`config.mk`:
```
export PLATFORM = sky130hd
export DESIGN_NAME = mxb_bus_port
export DESIGN_NICKNAME = d
export VERILOG_FILES = /design/src/rtl/mxb_pkg.sv /design/src/rtl/mxb_sync.sv /design/src/rtl/mxb_period_timer.sv /design/src/rtl/mxb_bus_port.sv
export SDC_FILE = /design/constraint.sdc
export NUM_CORES = 1
export LEC_CHECK = 0
export ABC_AREA = 1
export CORE_MARGIN = 3
export CORE_UTILIZATION = 63
export CTS_CLUSTER_SIZE = 20
export DETAILED_ROUTE_END_ITERATION = 8
export DONT_BUFFER_PORTS = 1
export PLACE_DENSITY = 0.86
export SYNTH_ARGS = -nofsm -noshare
export SYNTH_HDL_FRONTEND = slang
export SYNTH_SLANG_ARGS = --single-unit
```
`constraint.sdc`:
```
create_clock -name i_sys_clk -period 1.89 [get_ports i_sys_clk]
set_input_delay 0.189 -clock i_sys_clk [delete_from_list [all_inputs] [get_ports i_sys_clk]]
set_output_delay 0.189 -clock i_sys_clk [all_outputs]
set_load 0.05 [all_outputs]
```
`src/rtl/mxb_pkg.sv`:
```
package mxb_pkg;

    // ************************************************************
    // timing
    // ************************************************************
    localparam int          SYS_CLK_PERIOD_NS = 8;
    localparam int          BUS_PERIOD_NS     = 50;
    // least time per bus period, rounded up to whole system clocks
    localparam int          PERIOD_CYC        = (BUS_PERIOD_NS + SYS_CLK_PERIOD_NS - 1) / SYS_CLK_PERIOD_NS;
    localparam int          CNT_W             = $clog2(PERIOD_CYC);
    localparam logic [CNT_W-1:0] PERIOD_LAST  = CNT_W'(PERIOD_CYC - 1);
    localparam logic [CNT_W-1:0] ALE_HIGH_CYC = CNT_W'(PERIOD_CYC / 2);
    localparam logic [CNT_W-1:0] RD_LEAD_CYC  = CNT_W'(1);
    localparam logic [CNT_W-1:0] CAPTURE_CYC  = CNT_W'(2);
    localparam int          SYNC_STAGES       = 2;

    // ************************************************************
    // widths and reset values
    // ************************************************************
    localparam int          BYTE_W            = 8;
    localparam int          WORD_W            = 16;
    localparam int          ADDR_LO_W         = 3;
    localparam int          WAIT_W            = 4;
    localparam logic [BYTE_W-1:0] AD_RESET    = 8'h00;
    localparam logic [WORD_W-1:0] WORD_RESET  = 16'h0000;
    localparam logic [ADDR_LO_W-1:0] ALO_RESET = 3'h0;
    localparam logic [WAIT_W-1:0] WAIT_RESET  = 4'h0;

    // ************************************************************
    // sequencer states
    // ************************************************************
    typedef enum logic [2:0] {
        ST_IDLE,
        ST_FIRST_PERIOD,
        ST_T2,
        ST_T3,
        ST_TW,
        ST_T4,
        ST_HOLD
    } mxb_state_e;

endpackage

```
`src/rtl/mxb_sync.sv`:
```
`timescale 1ns/1ps
`default_nettype none
module mxb_sync
    import mxb_pkg::*;
#(
    parameter int WIDTH = 8
) (
    input  wire logic             i_sys_clk,
    input  wire logic             i_srst,
    input  wire logic             i_clk_en,
    input  wire logic [WIDTH-1:0] i_async,
    output logic      [WIDTH-1:0] o_sync
);

    // ************************************************************
    // two-stage synchroniser; first stage feeds only the second
    // ************************************************************
    logic [WIDTH-1:0] meta;
    logic [WIDTH-1:0] next_meta;
    logic [WIDTH-1:0] next_sync;

    always_comb begin
        next_meta = meta;
        next_sync = o_sync;
        if (i_clk_en) begin
            next_meta = i_async;
            next_sync = meta;
        end
        if (i_srst) begin
            next_meta = '0;
            next_sync = '0;
        end
    end

    always_ff @(posedge i_sys_clk) begin
        meta   <= next_meta;
        o_sync <= next_sync;
    end

endmodule
`default_nettype wire

```
`src/rtl/mxb_period_timer.sv`:
```
`timescale 1ns/1ps
`default_nettype none
module mxb_period_timer
    import mxb_pkg::*;
#(
    parameter logic [CNT_W-1:0] LAST = PERIOD_LAST
) (
    input  wire logic             i_sys_clk,
    input  wire logic             i_srst,
    input  wire logic             i_clk_en,
    input  wire logic             i_run,
    output logic      [CNT_W-1:0] o_cnt,
    output logic                  o_last
);

    // ************************************************************
    // cycle counter inside one bus period
    // ************************************************************
    logic [CNT_W-1:0] next_cnt;

    assign o_last = i_run && (o_cnt == LAST);

    always_comb begin
        next_cnt = o_cnt;
        if (i_clk_en) begin
            if (!i_run || o_last) begin
                next_cnt = '0;
            end else begin
                next_cnt = o_cnt + CNT_W'(1);
            end
        end
        if (i_srst) begin
            next_cnt = '0;
        end
    end

    always_ff @(posedge i_sys_clk) begin
        o_cnt <= next_cnt;
    end

endmodule
`default_nettype wire

```
`src/rtl/mxb_bus_port.sv`:
```
// Notes on behaviour
// address low byte on shared lines in first period, data in periods two to four.
// wide access in byte mode runs two byte cycles, low byte then high byte.
// shared address/data lines float during bus hold and during reset.
// three dedicated low address lines, not multiplexed, cover eight bytes.
// dedicated low address lines float during bus hold and reset.
// latch strobe pulses while address is stable; address valid at falling edge.
// latch strobe floats with pull low in hold; reset pull only if enabled.
// read strobe asserts only after shared lines are released for data.
// read strobe floats for the whole bus hold.
// write strobe marks write data on shared lines; floats in hold or reset.
// outside logic latches low address on latch strobe trailing edge.
// read and write strobes active low; outside drives data only during read strobe.
`timescale 1ns/1ps
`default_nettype none
module mxb_bus_port
    import mxb_pkg::*;
(
    input  wire logic                 i_sys_clk,
    input  wire logic                 i_srst,
    input  wire logic                 i_clk_en,
    // request side
    input  wire logic                 i_req_valid,
    output logic                      o_req_ready,
    input  wire logic                 i_req_write,
    input  wire logic                 i_req_wide,
    input  wire logic [BYTE_W-1:0]    i_req_addr,
    input  wire logic [WORD_W-1:0]    i_req_wdata,
    input  wire logic [WAIT_W-1:0]    i_wait_periods,
    output logic                      o_rsp_valid,
    output logic      [WORD_W-1:0]    o_rsp_rdata,
    // hold and pull control
    input  wire logic                 i_bus_hold,
    output logic                      o_hold_ack,
    input  wire logic                 i_ale_pull_en,
    output logic                      o_ale_pull_low,
    // shared address/data pins
    input  wire logic [BYTE_W-1:0]    i_ad,
    output logic      [BYTE_W-1:0]    o_ad,
    output logic                      o_ad_oe_n,
    // dedicated low address pins
    output logic      [ADDR_LO_W-1:0] o_addr_lo,
    output logic                      o_addr_lo_oe_n,
    // strobes
    output logic                      o_ale,
    output logic                      o_ale_oe_n,
    output logic                      o_rd_n,
    output logic                      o_rd_oe_n,
    output logic                      o_wr_n,
    output logic                      o_wr_oe_n
);

    // ************************************************************
    // declarations
    // ************************************************************
    mxb_state_e        state;
    mxb_state_e        next_state;
    logic              cyc_write;
    logic              next_cyc_write;
    logic              cyc_wide;
    logic              next_cyc_wide;
    logic              high_byte;
    logic              next_high_byte;
    logic [BYTE_W-1:0] cyc_addr;
    logic [BYTE_W-1:0] next_cyc_addr;
    logic [WORD_W-1:0] cyc_wdata;
    logic [WORD_W-1:0] next_cyc_wdata;
    logic [WAIT_W-1:0] wait_left;
    logic [WAIT_W-1:0] next_wait_left;
    logic [WORD_W-1:0] next_rsp_rdata;
    logic              next_rsp_valid;

    logic [BYTE_W-1:0]    next_ad;
    logic                 next_ad_oe_n;
    logic [ADDR_LO_W-1:0] next_addr_lo;
    logic                 next_addr_lo_oe_n;
    logic                 next_ale;
    logic                 next_ale_oe_n;
    logic                 next_rd_n;
    logic                 next_rd_oe_n;
    logic                 next_wr_n;
    logic                 next_wr_oe_n;

    logic [CNT_W-1:0]  cnt;
    logic              period_end;
    logic              in_cycle;
    logic [BYTE_W-1:0] ad_sync;
    logic              accept;

    // ************************************************************
    // helpers
    // ************************************************************
    function automatic logic data_period(input mxb_state_e st);
        data_period = (st == ST_T2) || (st == ST_T3) || (st == ST_TW) || (st == ST_T4);
    endfunction

    function automatic logic [BYTE_W-1:0] byte_of(input logic [WORD_W-1:0] w, input logic hi);
        byte_of = hi ? w[WORD_W-1:BYTE_W] : w[BYTE_W-1:0];
    endfunction

    assign in_cycle    = (state == ST_FIRST_PERIOD) || data_period(state);
    // a hold is granted only between bus cycles so no cycle is torn
    assign o_req_ready = (state == ST_IDLE) && !i_bus_hold && !i_srst;
    assign accept      = o_req_ready && i_req_valid;
    assign o_hold_ack  = (state == ST_HOLD);
    // pull acts in hold always, in reset only when enabled
    assign o_ale_pull_low = o_hold_ack || (i_srst && i_ale_pull_en);

    // ************************************************************
    // submodules
    // ************************************************************
    mxb_period_timer #(
        .LAST      (PERIOD_LAST)
    ) u_timer (
        .i_sys_clk (i_sys_clk),
        .i_srst    (i_srst),
        .i_clk_en  (i_clk_en),
        .i_run     (in_cycle),
        .o_cnt     (cnt),
        .o_last    (period_end)
    );

    // read data arrive from the pins, so they cross two stages first
    mxb_sync #(
        .WIDTH     (BYTE_W)
    ) u_ad_sync (
        .i_sys_clk (i_sys_clk),
        .i_srst    (i_srst),
        .i_clk_en  (i_clk_en),
        .i_async   (i_ad),
        .o_sync    (ad_sync)
    );

    // ************************************************************
    // sequencer
    // ************************************************************
    always_comb begin
        next_state     = state;
        next_cyc_write = cyc_write;
        next_cyc_wide  = cyc_wide;
        next_high_byte = high_byte;
        next_cyc_addr  = cyc_addr;
        next_cyc_wdata = cyc_wdata;
        next_wait_left = wait_left;
        next_rsp_rdata = o_rsp_rdata;
        next_rsp_valid = 1'b0;
        if (i_clk_en) begin
            case (state)
                ST_IDLE: begin
                    if (i_bus_hold) begin
                        next_state = ST_HOLD;
                    end else if (accept) begin
                        next_state     = ST_FIRST_PERIOD;
                        next_cyc_write = i_req_write;
                        next_cyc_wide  = i_req_wide;
                        next_cyc_addr  = i_req_addr;
                        next_cyc_wdata = i_req_wdata;
                        next_high_byte = 1'b0;
                        next_rsp_rdata = WORD_RESET;
                    end
                end
                ST_FIRST_PERIOD: begin
                    if (period_end) begin
                        next_state = ST_T2;
                    end
                end
                ST_T2: begin
                    if (period_end) begin
                        next_state     = ST_T3;
                        next_wait_left = i_wait_periods;
                    end
                end
                ST_T3, ST_TW: begin
                    if (period_end) begin
                        if (wait_left != WAIT_RESET) begin
                            next_state     = ST_TW;
                            next_wait_left = wait_left - WAIT_W'(1);
                        end else begin
                            next_state = ST_T4;
                        end
                    end
                end
                ST_T4: begin
                    // pin level seen under the read strobe, two stages late
                    if (!cyc_write && (cnt == CAPTURE_CYC)) begin
                        if (high_byte) begin
                            next_rsp_rdata[WORD_W-1:BYTE_W] = ad_sync;
                        end else begin
                            next_rsp_rdata[BYTE_W-1:0] = ad_sync;
                        end
                    end
                    if (period_end) begin
                        if (cyc_wide && !high_byte) begin
                            next_state     = ST_FIRST_PERIOD;
                            next_high_byte = 1'b1;
                            next_cyc_addr  = cyc_addr + BYTE_W'(1);
                        end else begin
                            next_state     = ST_IDLE;
                            next_rsp_valid = 1'b1;
                        end
                    end
                end
                ST_HOLD: begin
                    if (!i_bus_hold) begin
                        next_state = ST_IDLE;
                    end
                end
                default: begin
                    next_state = ST_IDLE;
                end
            endcase
        end else begin
            next_rsp_valid = o_rsp_valid;
        end
        if (i_srst) begin
            next_state     = ST_IDLE;
            next_cyc_write = 1'b0;
            next_cyc_wide  = 1'b0;
            next_high_byte = 1'b0;
            next_cyc_addr  = AD_RESET;
            next_cyc_wdata = WORD_RESET;
            next_wait_left = WAIT_RESET;
            next_rsp_rdata = WORD_RESET;
            next_rsp_valid = 1'b0;
        end
    end

    always_ff @(posedge i_sys_clk) begin
        state       <= next_state;
        cyc_write   <= next_cyc_write;
        cyc_wide    <= next_cyc_wide;
        high_byte   <= next_high_byte;
        cyc_addr    <= next_cyc_addr;
        cyc_wdata   <= next_cyc_wdata;
        wait_left   <= next_wait_left;
        o_rsp_rdata <= next_rsp_rdata;
        o_rsp_valid <= next_rsp_valid;
    end

    // ************************************************************
    // pin drivers, registered one cycle behind the sequencer
    // ************************************************************
    always_comb begin
        next_ad           = o_ad;
        next_ad_oe_n      = o_ad_oe_n;
        next_addr_lo      = o_addr_lo;
        next_addr_lo_oe_n = o_addr_lo_oe_n;
        next_ale          = o_ale;
        next_ale_oe_n     = o_ale_oe_n;
        next_rd_n         = o_rd_n;
        next_rd_oe_n      = o_rd_oe_n;
        next_wr_n         = o_wr_n;
        next_wr_oe_n      = o_wr_oe_n;
        if (i_clk_en) begin
            next_ad_oe_n      = 1'b1;
            next_addr_lo_oe_n = 1'b0;
            next_ale          = 1'b0;
            next_ale_oe_n     = 1'b0;
            next_rd_n         = 1'b1;
            next_rd_oe_n      = 1'b0;
            next_wr_n         = 1'b1;
            next_wr_oe_n      = 1'b0;
            next_addr_lo      = cyc_addr[ADDR_LO_W-1:0];
            if (state == ST_FIRST_PERIOD) begin
                next_ad      = cyc_addr;
                next_ad_oe_n = 1'b0;
                // strobe falls mid-period while address still stands
                next_ale     = (cnt < ALE_HIGH_CYC);
            end else if (data_period(state) && cyc_write) begin
                next_ad      = byte_of(cyc_wdata, high_byte);
                next_ad_oe_n = 1'b0;
                // released at the start of t4 so data still stand at the rising edge
                next_wr_n    = (state == ST_T4);
            end else if (data_period(state)) begin
                // lines already floated; strobe lags release by one cycle
                next_rd_n = (state == ST_T4) || ((state == ST_T2) && (cnt < RD_LEAD_CYC));
            end
            if (state == ST_HOLD) begin
                next_ad_oe_n      = 1'b1;
                next_addr_lo_oe_n = 1'b1;
                next_ale_oe_n     = 1'b1;
                next_rd_oe_n      = 1'b1;
                next_wr_oe_n      = 1'b1;
            end
        end
        if (i_srst) begin
            next_ad           = AD_RESET;
            next_ad_oe_n      = 1'b1;
            next_addr_lo      = ALO_RESET;
            next_addr_lo_oe_n = 1'b1;
            next_ale          = 1'b0;
            next_ale_oe_n     = 1'b1;
            next_rd_n         = 1'b1;
            next_rd_oe_n      = 1'b0;
            next_wr_n         = 1'b1;
            next_wr_oe_n      = 1'b1;
        end
    end

    always_ff @(posedge i_sys_clk) begin
        o_ad           <= next_ad;
        o_ad_oe_n      <= next_ad_oe_n;
        o_addr_lo      <= next_addr_lo;
        o_addr_lo_oe_n <= next_addr_lo_oe_n;
        o_ale          <= next_ale;
        o_ale_oe_n     <= next_ale_oe_n;
        o_rd_n         <= next_rd_n;
        o_rd_oe_n      <= next_rd_oe_n;
        o_wr_n         <= next_wr_n;
        o_wr_oe_n      <= next_wr_oe_n;
    end

endmodule
`default_nettype wire

```
# Yosys cells after proc, flatten, opt, wreduce, memory -nomap -nowiden
# Cells that the tools add are included.
# op_classes
add_sub_neg	3
order_cmp	2
eq_ne	21
muxes	47
n_bitwise	1
reduce_logical	34
# op_table
op	n
$mux W8	9
$mux W16	3
$pmux W16 S2	1
$mux W3	8
$mux W1	19
$pmux W3 S6	1
$reduce_and A6 Y1	3
$ne A2 B2 Y1 const B	8
$pmux W8 S2	1
$eq A3 B3 Y1 const B	4
$mux W4	3
$eq A3 B2 Y1 const B	3
$logic_and A1 B1 Y1	9
$add A8 B1 Y8 const B	1
$ne A2 B1 Y1 const B	4
$pmux W4 S2	1
$logic_or A1 B1 Y1	7
$reduce_and A7 Y1	1
$reduce_bool A2 Y1	3
$logic_not A1 Y1	5
$reduce_and A5 Y1	1
$reduce_and A4 Y1	1
$reduce_bool A4 Y1	1
$sub A4 B1 Y4 const B	1
10 further kinds	10
# word_totals
register_bits	87
in_bits	44

# Logic depth before layout (Yosys ltp)
# Gate-level depths: netlist (run 1).
# logic_depth
ltp_word	8
ltp_mapped	11
ltp_nobuf	10

# Modules after synthesis
# A second synthesis (run 1) with hierarchy kept.
# hier_totals
cells_unflattened	609
hier_area_um2	4290.4
# by_module_without_submodules
mod	n_inst	cells_each	area_per_inst_um2
mxb_bus_port	1	484	3455.8
mxb_sync	1	101	670.6
mxb_period_timer	1	24	163.9

# Worst setup path before layout (run 1)
# OpenSTA, ideal clock, no wires.
# synth_path
kind	reg-to-output
start	register state[2]
end	output o_ale_pull_low
arrival_time_ns	2.167
setup_slack_ns	-0.466
path_stages_with_launch	4
cell_sequence	dfxtp_1 inv_2 nor3_1 a21o_1
# synth_between
elab_chain_len	2
# synth_lines
element	line_no	source
start, declared	mxb_bus_port.sv:56	mxb_state_e state;
start signal, assigned	mxb_bus_port.sv:229	state <= next_state;
$eq A3 B3 Y1	mxb_bus_port.sv:105	assign o_hold_ack = (state == ST_HOLD);
via o_hold_ack	mxb_bus_port.sv:34	output logic o_hold_ack,
$logic_or A1 B1 Y1	mxb_bus_port.sv:107	assign o_ale_pull_low = o_hold_ack || (i_srst && i_ale_pull_en);
end, declared	mxb_bus_port.sv:36	output logic o_ale_pull_low,
# The timed path passes the listed nets, and every way through them passes these cells.

# Worst setup path after layout (run 1)
# layout_path
start	register state[2]
end	output o_ale_pull_low
# layout_between
elab_chain_len	2
# layout_lines
element	line_no
$eq A3 B3 Y1	mxb_bus_port.sv:105
$logic_or A1 B1 Y1	mxb_bus_port.sv:107
# Every way passes these cells.

==> results of run 1 <==
[state kept, by name (all words and copies together) (netlist names)]
register / cells
cyc_addr: 8
cyc_wdata: 16
cyc_wide: 1
cyc_write: 1
high_byte: 1
o_ad: 8
o_ad_oe_n: 1
o_addr_lo: 3
o_ale: 1
o_rd_n: 1
o_rd_oe_n: 1
o_rsp_rdata: 16
o_rsp_valid: 1
o_wr_n: 1
o_wr_oe_n: 1
state: 3
u_ad_sync.meta: 8
u_ad_sync.o_sync: 8
u_timer.o_cnt: 3
wait_left: 4
[layer usage]
layer / vias to the layer above / share of wire / wire length [um] / global-route usage
met5: - / 0 / 0 / 0
met2: 164 / 0.50 / 5210 / 0.488
li1: 1950 / - / - / -
met4: 0 / 0.021 / 224 / 0.0990
met1: 1750 / 0.39 / 4080 / 0.330
met3: 29 / 0.090 / 937 / 0.0908
[power by group]
| group | switching (mW) | total, mW | internal, mW |
|---|---|---|---|
| clock | 0.647 | 1.29 | 0.648 |
| combinational | 1.47 | 2.14 | 0.669 |
| sequential | 0.530 | 2.62 | 2.09 |
[layout make-up]
| cell class | count | area (sq um) | share of cell area |
|---|---|---|---|
| Inverter | 67 | 254 | 0.0553 |
| Sequential cell | 87 | 1740 | 0.380 |
| Clock inverter | 5 | 56.3 | 0.0123 |
| Multi-Input combinational cell | 421 | 2050 | 0.447 |
| Clock buffer | 11 | 141 | 0.0308 |
| Tap cell | 75 | 93.8 | 0.0204 |
| Timing Repair Buffer | 26 | 250 | 0.0545 |
[timing repair]
| action | CTS | global route |
|---|---|---|
| endpoints found under the hold margin | 34 | 2 |
| buffers inserted | 0 | 3 |
| endpoints found under the setup margin | 0 | 29 |
| gates resized for setup | 0 | 9 |
| hold buffers | 11 | 1 |
[final timing paths]
path              slack (ns)           endpoint  cells after the start
setup / recovery        0.10     o_ale_pull_low                      4
hold / removal          0.01  u_ad_sync.meta[0]                      2
setup reg to reg        0.16     o_rsp_rdata[3]                      9
hold reg to reg         0.45       cyc_wdata[3]                      2
[critical path, cell delays in order, from the launching register on]
cell and delay (ns):
dfxtp_1 0.50, inv_4 0.13, nor3_2 0.29, a21o_1 0.18, buf_12 0.15
[logic make-up (layout without fill, tap and decap cells)]
kind of cell	Yosys count	after routing	share of synthesized area
DFF	87	87	0.420
buffers and inverters	98	109	0.0962
xor gates and xnor gates	4	4	0.00844
and+or+nand+nor	289	289	0.306
AOI/OAI and AO/OA	124	124	0.158
adders and majority gates	4	4	0.0121
[through the flow]
step,utilization,power [mW]
floorplan,-,4.23
global placement,0.687,4.54
detailed placement,0.687,4.61
CTS,0.738,5.92
global route,0.749,6.48
finish,0.749,6.05
[layout by cell type (no fill, tap or decap)]
master	count
nand2_1	140
nor2_1	85
dfxtp_1	85
o21ai_0	70
inv_1	62
a21oi_1	50
nand3_1	23
nand4_1	23
dlygate4sd3_1	12
buf_4	12
clkbuf_8	10
inv_2	4
nor2_4	4
ha_1	4
nand2_2	3
nand2_4	3
xor2_1	3
nand3_4	3
o21ai_4	2
clkinv_2	2
buf_12	2
dfxtp_2	2
inv_4	1
nor3_2	1
a21o_1	1
nand3_2	1
nor2_2	1
o31ai_4	1
nor2_8	1
xnor2_1	1
nor3_1	1
inv_6	1
clkinvlp_4	1
bufinv_16	1
clkbuf_1	1
==> key figures, run 1 <==
Yosys
  • Cells after Synth: 606
  • Dominant cells by area after synthesis: dfxtp_1, nand2_1, o21ai_0
  • Count leader, synth: nand2_1
  • Number of synthesized flops with an enable pin: 0
  • Synth cell count leaders: nand2_1, dfxtp_1, nor2_1, o21ai_0, inv_1
  • Area share of the largest cell type after synthesis: 0.420
  • Dominant synthesized flop cell: dfxtp_1
  • Area leader, netlist: dfxtp_1
  • Post-synth ARST share: 0
  • Post-synth cell types: 30
  • Cell area after synthesis: 0.00415 sq mm
  • Avg Inst Size Synth: 6.85 sq um
  • Synth Warn #: 0
  • Syn Nets: 654
  • Post-synthesis register bit count: 87
  • Sequential share of the synthesized area: 0.420

STA
  • Clk_skew: 0.00542 ns
  • Hold Fails Final Rpt: 0
  • Setup violations, final: 0
  • Final setup margin: 0.102 ns
  • Rel. slew slack: 0.410
  • Shortest period the worst path allows: 1.79 ns
  • Worst Hold Slack: 0.0102 ns
  • Least-Margin Pin Slew: 0.885 ns
  • Fmax: 559 MHz
  • Final count of pins violating max slew: 0
  • RSZ-0062 raised after global routing: false
  • Period utilization: 0.946
  • TNS Setup: 0 ns

Routing
  • Routed vias/inst: 5.63
  • Via count: 3893
  • WL/cell: 15.1 um
  • Post-DRT Antenna Nets: 0
  • First-pass DRT Iterations: 4
  • DR iter-0 viols: 309
  • DRC: 0
  • Post-Route WL: 10400 um

Cells and area
  • Non-filler cells, final: 692
  • Design Area, Final: 0.00459 sq mm
  • Layout cells sized above 1: 0.0908
  • Fillers: 466
  • Layout area overhead: 10.6%
  • Ant diodes: 0
  • Layout Nets: 660

Placed design
  • Area post-placement: 0.00421 sq mm
  • Routability cong.: 0.909
  • Port Buffer Count: 0
  • DP Wirelength: 6820 um
  • Setup WS pre-CTS: 0.115 ns
  • Cells after DPL: 661

Worst hold path
  • Tightest Hold Check Type: in -> reg
  • Hold Path Origin: i_clk_en

Floorplanning
  • Die height: 87.2 um
  • IO Pins: 83
  • Die Span X: 87.2 um
  • Initial Utilization: 0.677
  • DIE AREA: 0.00760 sq mm
  • Num rows: 28
  • Core area: 0.00613 sq mm

Clock tree
  • TritonCTS Buffers: 9
  • Root Driver: clkbuf_8
  • Clk Latency, worst-skew pair: 0.35 ns
  • Clk pin slew, worst setup/hold paths: 0.08 ns
  • Longest Clk Path Bufs: 2
  • CTS tree: yes
  • H-tree depth: 3
  • Clock sinks: 87

Critical path
  • RR Startpoint: state[0]
  • Worst path arrival time: 1.60 ns
  • Crit end category: primary output
  • Beginning of the critical path: state[2]
  • Worst Path Max Fanout: 10
  • CP Class: reg -> out
  • Worst Path Required: 1.70 ns
  • CP startpoint kind: flop

Global routing
  • Initial antenna violation count: 0
  • First-pass GRT wire length: 16900 um
  • Total gr overflow: 0
  • Vias in the first global route: 3732
  • Pin count of the biggest net entering global routing: 69
  • GRT Total Usage: 0.283

Power and ir drop
  • LEAKAGE: 1.99 nW
  • Power density over the cells: 1320 mW/mm^2
  • VDD IR-drop max: 1030 uV

Flow run
  • Max Cap Viol: 0

Run status
  • Run status: complete, no violations
Power figures use the tool's default switching activity.
==> inputs of run 2 (changes only) <==
--- a/config.mk
+++ b/config.mk
@@ -6,12 +6,14 @@
 export NUM_CORES = 1
 export LEC_CHECK = 0
 export ABC_AREA = 1
+export ABC_CLOCK_PERIOD_IN_PS = 1890
 export CORE_MARGIN = 3
 export CORE_UTILIZATION = 63
 export CTS_CLUSTER_SIZE = 20
 export DETAILED_ROUTE_END_ITERATION = 8
 export DONT_BUFFER_PORTS = 1
 export PLACE_DENSITY = 0.86
+export REMOVE_ABC_BUFFERS = 1
 export SYNTH_ARGS = -nofsm -noshare
 export SYNTH_HDL_FRONTEND = slang
 export SYNTH_SLANG_ARGS = --single-unit
==> run 2 against run 1 <==
Effect of this change: flip-flop and latch count unchanged; routed wire length is 5.8% lower; cell area down 0.87%; clock power is 4% higher; final cell count stayed put; clock skew is 0.0069 ns higher; maximum frequency up 2.3%; setup slack gained 0.040 ns; sequential power about the same; first-iteration DRC count fell by 14%; global-route usage shrank 0.71 points; critical endpoint is now o_rd_oe_n.
==> key figures, run 2 (synthesis gave the netlist of run 1 again) <==
Routing
  • Routed vias/inst: 5.63 (about the same)
  • Via count: 3895 (+0.051%)
  • DRC: 0 (unchanged)
  • DR iter-0 viols: 267 (-14%)
  • WL/cell: 14.2 um (-5.8%)
  • First-pass DRT Iterations: 5 (+1)
  • Post-DRT Antenna Nets: 0 (unchanged)
  • Post-Route WL: 9840 um (-5.8%)

Floorplanning
  • IO Pins: 83 (unchanged)
  • Initial Utilization: 0.677 (unchanged)
  • Die Span X: 87.2 um (unchanged)
  • Die height: 87.2 um (unchanged)
  • DIE AREA: 0.00760 sq mm (unchanged)
  • Num rows: 28 (unchanged)
  • Core area: 0.00613 sq mm (unchanged)

Critical path
  • Crit-path cells: inv_2 -> nor3_2 -> buf_6 -> nand2_1 -> a21oi_1 -> dlygate4sd3_1
  • Crit end category: flop
  • Worst Path Max Fanout: 10 (unchanged)
  • Worst Path Required: 2.21 ns (+0.51 ns)
  • CP startpoint kind: flop
  • CP Class: reg -> reg
  • Slowest stage delay, CP: 0.56 ns (+0.06 ns)
  • Worst path arrival time: 2.06 ns (+0.46 ns)
  • CP max stage cell: dlygate4sd3_1

Placed design
  • DP Wirelength: 6590 um (-3.4%)
  • Routability cong.: 0.913 (+0.43%)
  • Cells after DPL: 664 (+0.45%)
  • Port Buffer Count: 0 (unchanged)

STA
  • Setup violations, final: 0 (unchanged)
  • Least-Margin Pin Slew: 0.664 ns (-0.221 ns)
  • Fmax: 572 MHz (+2.3%)
  • Hold Fails Final Rpt: 0 (unchanged)
  • Worst Hold Slack: 0.00127 ns (-0.00891 ns)
  • Period utilization: 0.925 (-0.0211)
  • RSZ-0062 raised after global routing: false
  • Shortest period the worst path allows: 1.75 ns (-0.0398 ns)
  • Rel. slew slack: 0.556 (+0.146)
  • Clk_skew: 0.0123 ns (+0.00689 ns)
  • Final count of pins violating max slew: 0 (unchanged)

Clock tree
  • Longest Clk Path Bufs: 2 (unchanged)
  • Root Driver: clkbuf_8
  • Clk Latency, worst-skew pair: 0.37 ns (+0.02 ns)
  • CTS tree: yes
  • Clock sinks: 87 (unchanged)
  • H-tree depth: 3 (unchanged)
  • Clk pin slew, worst setup/hold paths: 0.10 ns (+0.02 ns)
  • TritonCTS Buffers: 9 (unchanged)

Global routing
  • Initial antenna violation count: 0 (unchanged)
  • First-pass GRT wire length: 16700 um (-1.2%)
  • Vias in the first global route: 3711 (-0.56%)
  • Total gr overflow: 0 (unchanged)
  • GRT Total Usage: 0.276 (-0.00705)
  • Pin count of the biggest net entering global routing: 42 (-39%)

Power and ir drop
  • Power density over the cells: 1320 mW/mm^2 (about the same)
  • Switching part of the total: 0.443 (+0.00534)
  • LEAKAGE: 1.99 nW (-0.13%)
  • Internal power: 3.34 mW (-1.8%)
  • Seq pwr share: 0.434 (+0.002)
  • Clock share of power: 0.224 (+0.010)
  • Sw power: 2.66 mW (+0.36%)
  • Comb power frac: 0.342 (-0.012)
  • VDD IR-drop max: 953 uV (-7.7%)

Cells and area
  • Most common library cell in the layout ignoring fill and taps: nand2_1
  • Layout area overhead: 9.68%
  • Layout Nets: 660 (unchanged)
  • Ant diodes: 0 (unchanged)
  • Non-filler cells, final: 692 (unchanged)
  • Final core occ: 0.742 (-0.00653)
  • Most frequent cells in the layout: nand2_1, nor2_1, dfxtp_1
  • Layout cells sized above 1: 0.0908 (unchanged)
  • Largest registers: cyc_wdata: 16 flops, o_rsp_rdata: 16 flops

Worst hold path
  • Tightest Hold Check Type: in -> reg

Flow run
  • Max Cap Viol: 0 (unchanged)

Run status
  • Run status: complete, no violations
## run 2: cell types whose count changed in the layout (fill, tap and decap cells not counted), sizes merged
cell	before	now
clkbuf	11	9
inv	68	70
## run 2: layer usage
layer | part of all wire | track usage | vias to the layer above | routed length [um]
li1 | - | - | 1955 | -
met1 | 0.42 | 0.343 | 1762 | 4130
met2 | 0.47 | 0.445 | 146 | 4610
met3 | 0.082 | 0.0880 | 32 | 803
met4 | 0.030 | 0.110 | 0 | 298
met5 | 0 | 0 | - | 0
## run 2: timing repair
item	CTS	global route
hold buffers	12	0
endpoints found under the hold margin	37	0
setup buffers	0	0
setup endpoints to repair	0	4
gates resized for setup	0	4
## run 2: worst paths after layout
check	slack (ns)	startpoint	end	depth (start not counted)
worst max-delay path	0.14	state[2]	o_rd_oe_n	6
worst min-delay path	0.001	i_clk_en	u_ad_sync.meta[7]	2
worst max register to register	0.14	state[2]	o_rd_oe_n	6
worst min register to register	0.45	cyc_wdata[9]	cyc_wdata[9]	2
## run 2: critical path: cells and delay by family, from the launching register on
family,cells,cell delay (ns)
buffers and inverters,3,0.87
DFF,1,0.36
and+or+nand+nor,2,0.32
AOI/OAI and AO/OA,1,0.15
## run 2: cell type report
cell class                 count  area [sq um]
clock inverter                 7          77.6
multi-input combinational    421          2020
inverter                      67           251
tap                           75          93.8
sequential                    87          1740
clock buffer                   9           124
timing repair buffer          26           241
fill                         493          1580
## run 2: through the flow
step | power [mW] | TNS, ns | cell area, sq um | worst slack, ns
global placement | 4.53 | 0 | 4220 | 0.257
detailed placement | 4.60 | 0 | 4220 | 0.186
finish | 6.00 | 0 | 4550 | 0.142
CTS | 5.97 | 0 | 4540 | 0.0272
floorplan | 4.11 | -5.55 | 4000 | -0.466
global route | 6.40 | 0 | 4550 | 0.00458
## run 2: power groups by stage
stage | registers (mW) | logic [mW] | clock network, mW
after CTS | 2.60 | 2.02 | 1.35
after floorplan | 2.62 | 1.49 | 0
after detailed placement | 2.64 | 1.96 | 0
final | 2.61 | 2.05 | 1.34
after global routing | 2.64 | 2.32 | 1.45
after global placement | 2.62 | 1.91 | 0
==> inputs of run 3 (changes only) <==
--- a/config.mk
+++ b/config.mk
@@ -7,7 +7,7 @@
 export LEC_CHECK = 0
 export ABC_AREA = 1
 export ABC_CLOCK_PERIOD_IN_PS = 1890
-export CORE_MARGIN = 3
+export CORE_MARGIN = 4
 export CORE_UTILIZATION = 63
 export CTS_CLUSTER_SIZE = 20
 export DETAILED_ROUTE_END_ITERATION = 8
==> run 3 against run 2 <==
Effect of this change: critical path depth stayed put; die area is 4.6% higher; setup slack worse by 0.020 ns; count of clock-buffer cells in the layout is 1 higher; largest power group unchanged; highest routed layer unchanged.
==> key figures, run 3 (synthesis gave the netlist of run 1 again) <==
Run status
  • Run status: complete, no violations

Cells and area
  • Layout cells sized above 1: 0.0899 (-0.000892)
  • Design Area, Final: 0.00449 sq mm (-1.3%)
  • Layout Nets: 655 (-0.76%)
  • Largest registers: cyc_wdata: 16 flops, o_rsp_rdata: 16 flops
  • Layout area overhead: 8.26%
  • Final core occ: 0.704 (-0.0389)
  • Fillers: 514 (+4.3%)
  • Most common library cell in the layout ignoring fill and taps: nand2_1
  • Most frequent cells in the layout: nand2_1, nor2_1, dfxtp_1
  • Ant diodes: 0 (unchanged)

Floorplanning
  • DIE AREA: 0.00795 sq mm (+4.6%)
  • Die Span X: 89.2 um (+2.3%)
  • Num rows: 29 (+3.6%)
  • Die height: 89.2 um (+2.3%)
  • IO Pins: 83 (unchanged)
  • Initial Utilization: 0.650 (-0.0271)
  • Core area: 0.00639 sq mm (+4.2%)

Placed design
  • Area post-placement: 0.00419 sq mm (-0.77%)
  • Routability cong.: 0.928 (+1.7%)
  • Setup WS pre-CTS: 0.0814 ns (-0.105 ns)
  • DP Wirelength: 6760 um (+2.7%)
  • Port Buffer Count: 0 (unchanged)

Critical path
  • Slowest stage delay, CP: 0.42 ns (-0.14 ns)
  • Worst Path Max Fanout: 9 (-1)
  • Crit end category: flop
  • Worst path arrival time: 2.03 ns (-0.03 ns)
  • FF-to-FF setup slack: 0.12 ns (-0.02 ns)
  • Worst Path Required: 2.15 ns (-0.06 ns)
  • Worst R2R End: o_rsp_rdata[0]
  • CP max stage cell: dfxtp_1
  • Critical path endpoint: o_rsp_rdata[0]
  • RR Startpoint: u_timer.o_cnt[1]
  • Reg2Reg Depth: 6 (unchanged)
  • Beginning of the critical path: u_timer.o_cnt[1]
  • CP startpoint kind: flop
  • Crit-path cells: ha_1 -> nand3_1 -> o21ai_2 -> nand3_2 -> a21oi_2 -> nor2_1
  • CP Class: reg -> reg

Routing
  • Post-Route WL: 9900 um (+0.62%)
  • First-pass DRT Iterations: 5 (unchanged)
  • Routed vias/inst: 5.63 (about the same)
  • Via count: 3876 (-0.49%)
  • DR iter-0 viols: 281 (+5.2%)
  • Post-DRT Antenna Nets: 0 (unchanged)
  • DRC: 0 (unchanged)
  • WL/cell: 14.4 um (+1.1%)

STA
  • Worst Hold Slack: 0.00159 ns (+0.000321 ns)
  • Clk_skew: 0.0109 ns (-0.00143 ns)
  • Period utilization: 0.935 (+0.0104)
  • Shortest period the worst path allows: 1.77 ns (+0.0196 ns)
  • Hold Fails Final Rpt: 0 (unchanged)
  • Rel. slew slack: 0.438 (-0.118)
  • Final count of pins violating max slew: 0 (unchanged)
  • Least-Margin Pin Slew: 0.843 ns (+0.179 ns)
  • RSZ-0062 raised after global routing: false
  • Setup violations, final: 0 (unchanged)
  • Fmax: 566 MHz (-1.1%)
  • Final setup margin: 0.122 ns (-0.0196 ns)

Clock tree
  • Clock sinks: 87 (unchanged)
  • Longest Clk Path Bufs: 2 (unchanged)
  • CTS tree: yes
  • Root Driver: clkbuf_8
  • TritonCTS Buffers: 9 (unchanged)
  • Clk pin slew, worst setup/hold paths: 0.10 ns (about the same)
  • Clk Latency, worst-skew pair: 0.36 ns (about the same)
  • Post-CTS setup repair buffer count: 0 (unchanged)
  • H-tree depth: 3 (unchanged)

Power and ir drop
  • VDD IR-drop max: 973 uV (+2.1%)
  • Power density over the cells: 1300 mW/mm^2 (-1.7%)
  • LEAKAGE: 1.92 nW (-3.4%)

Global routing
  • Total gr overflow: 0 (unchanged)
  • Pin count of the biggest net entering global routing: 43 (+2.4%)
  • First-pass GRT wire length: 16600 um (-0.57%)
  • GRT Total Usage: 0.266 (-0.00988)
  • Initial antenna violation count: 0 (unchanged)
  • Vias in the first global route: 3690 (-0.57%)

Flow run
  • Max Cap Viol: 0 (unchanged)

Worst hold path
  • Tightest Hold Check Type: in -> reg
## run 3: how the worst min path moves through the flow
stage | startpoint | endpoint | cells after the start
after floorplan | i_srst | o_ale | 1
after global placement | i_srst | o_rsp_valid | 1
after detailed placement | i_srst | o_rsp_rdata[15] | 1
after CTS | i_clk_en | u_ad_sync.o_sync[4] | 2
after global routing | i_clk_en | o_ad[0] | 2
final | i_clk_en | u_ad_sync.meta[4] | 2
## run 3: timing repair
item	CTS	global route
endpoints found under the setup margin	0	31
hold buffers	10	0
gates resized for setup	0	10
endpoints found under the hold margin	35	0
## run 3: per-stage QoR
stage / power (mW) / instances / TNS [ns]
final: 5.82 / 689 / 0
after global routing: 6.26 / 689 / 0
after CTS: 5.76 / 689 / 0
after detailed placement: 4.58 / 663 / 0
after global placement: 4.51 / 663 / 0
after floorplan: 4.11 / 575 / -5.55
## run 3: report_power, final
| group | internal [mW] | total, mW | switching, mW |
|---|---|---|---|
| combinational | 0.612 | 2.04 | 1.43 |
| clock | 0.482 | 1.16 | 0.681 |
| sequential | 2.09 | 2.62 | 0.532 |
## run 3: final cells by class
cell class | count | area, sq um | area share
Clock inverter | 6 | 47.5 | 0.0106
Tap cell | 77 | 96.3 | 0.0214
Timing Repair Buffer | 21 | 183 | 0.0407
Multi-Input combinational cell | 421 | 2040 | 0.453
Clock buffer | 10 | 128 | 0.0284
Inverter | 67 | 255 | 0.0568
Sequential cell | 87 | 1750 | 0.389
## run 3: critical path, delay by kind of cell (launching register included)
family          cells  cell delay [ns]
flops               1             0.42
simple gates        3             0.46
compound gates      2             0.59
fa+ha+maj           1             0.20
## run 3: layer usage
layer	track usage	wire, um
met1	0.323	3970
met3	0.0866	889
met2	0.442	4820
met5	0	0
met4	0.0961	214
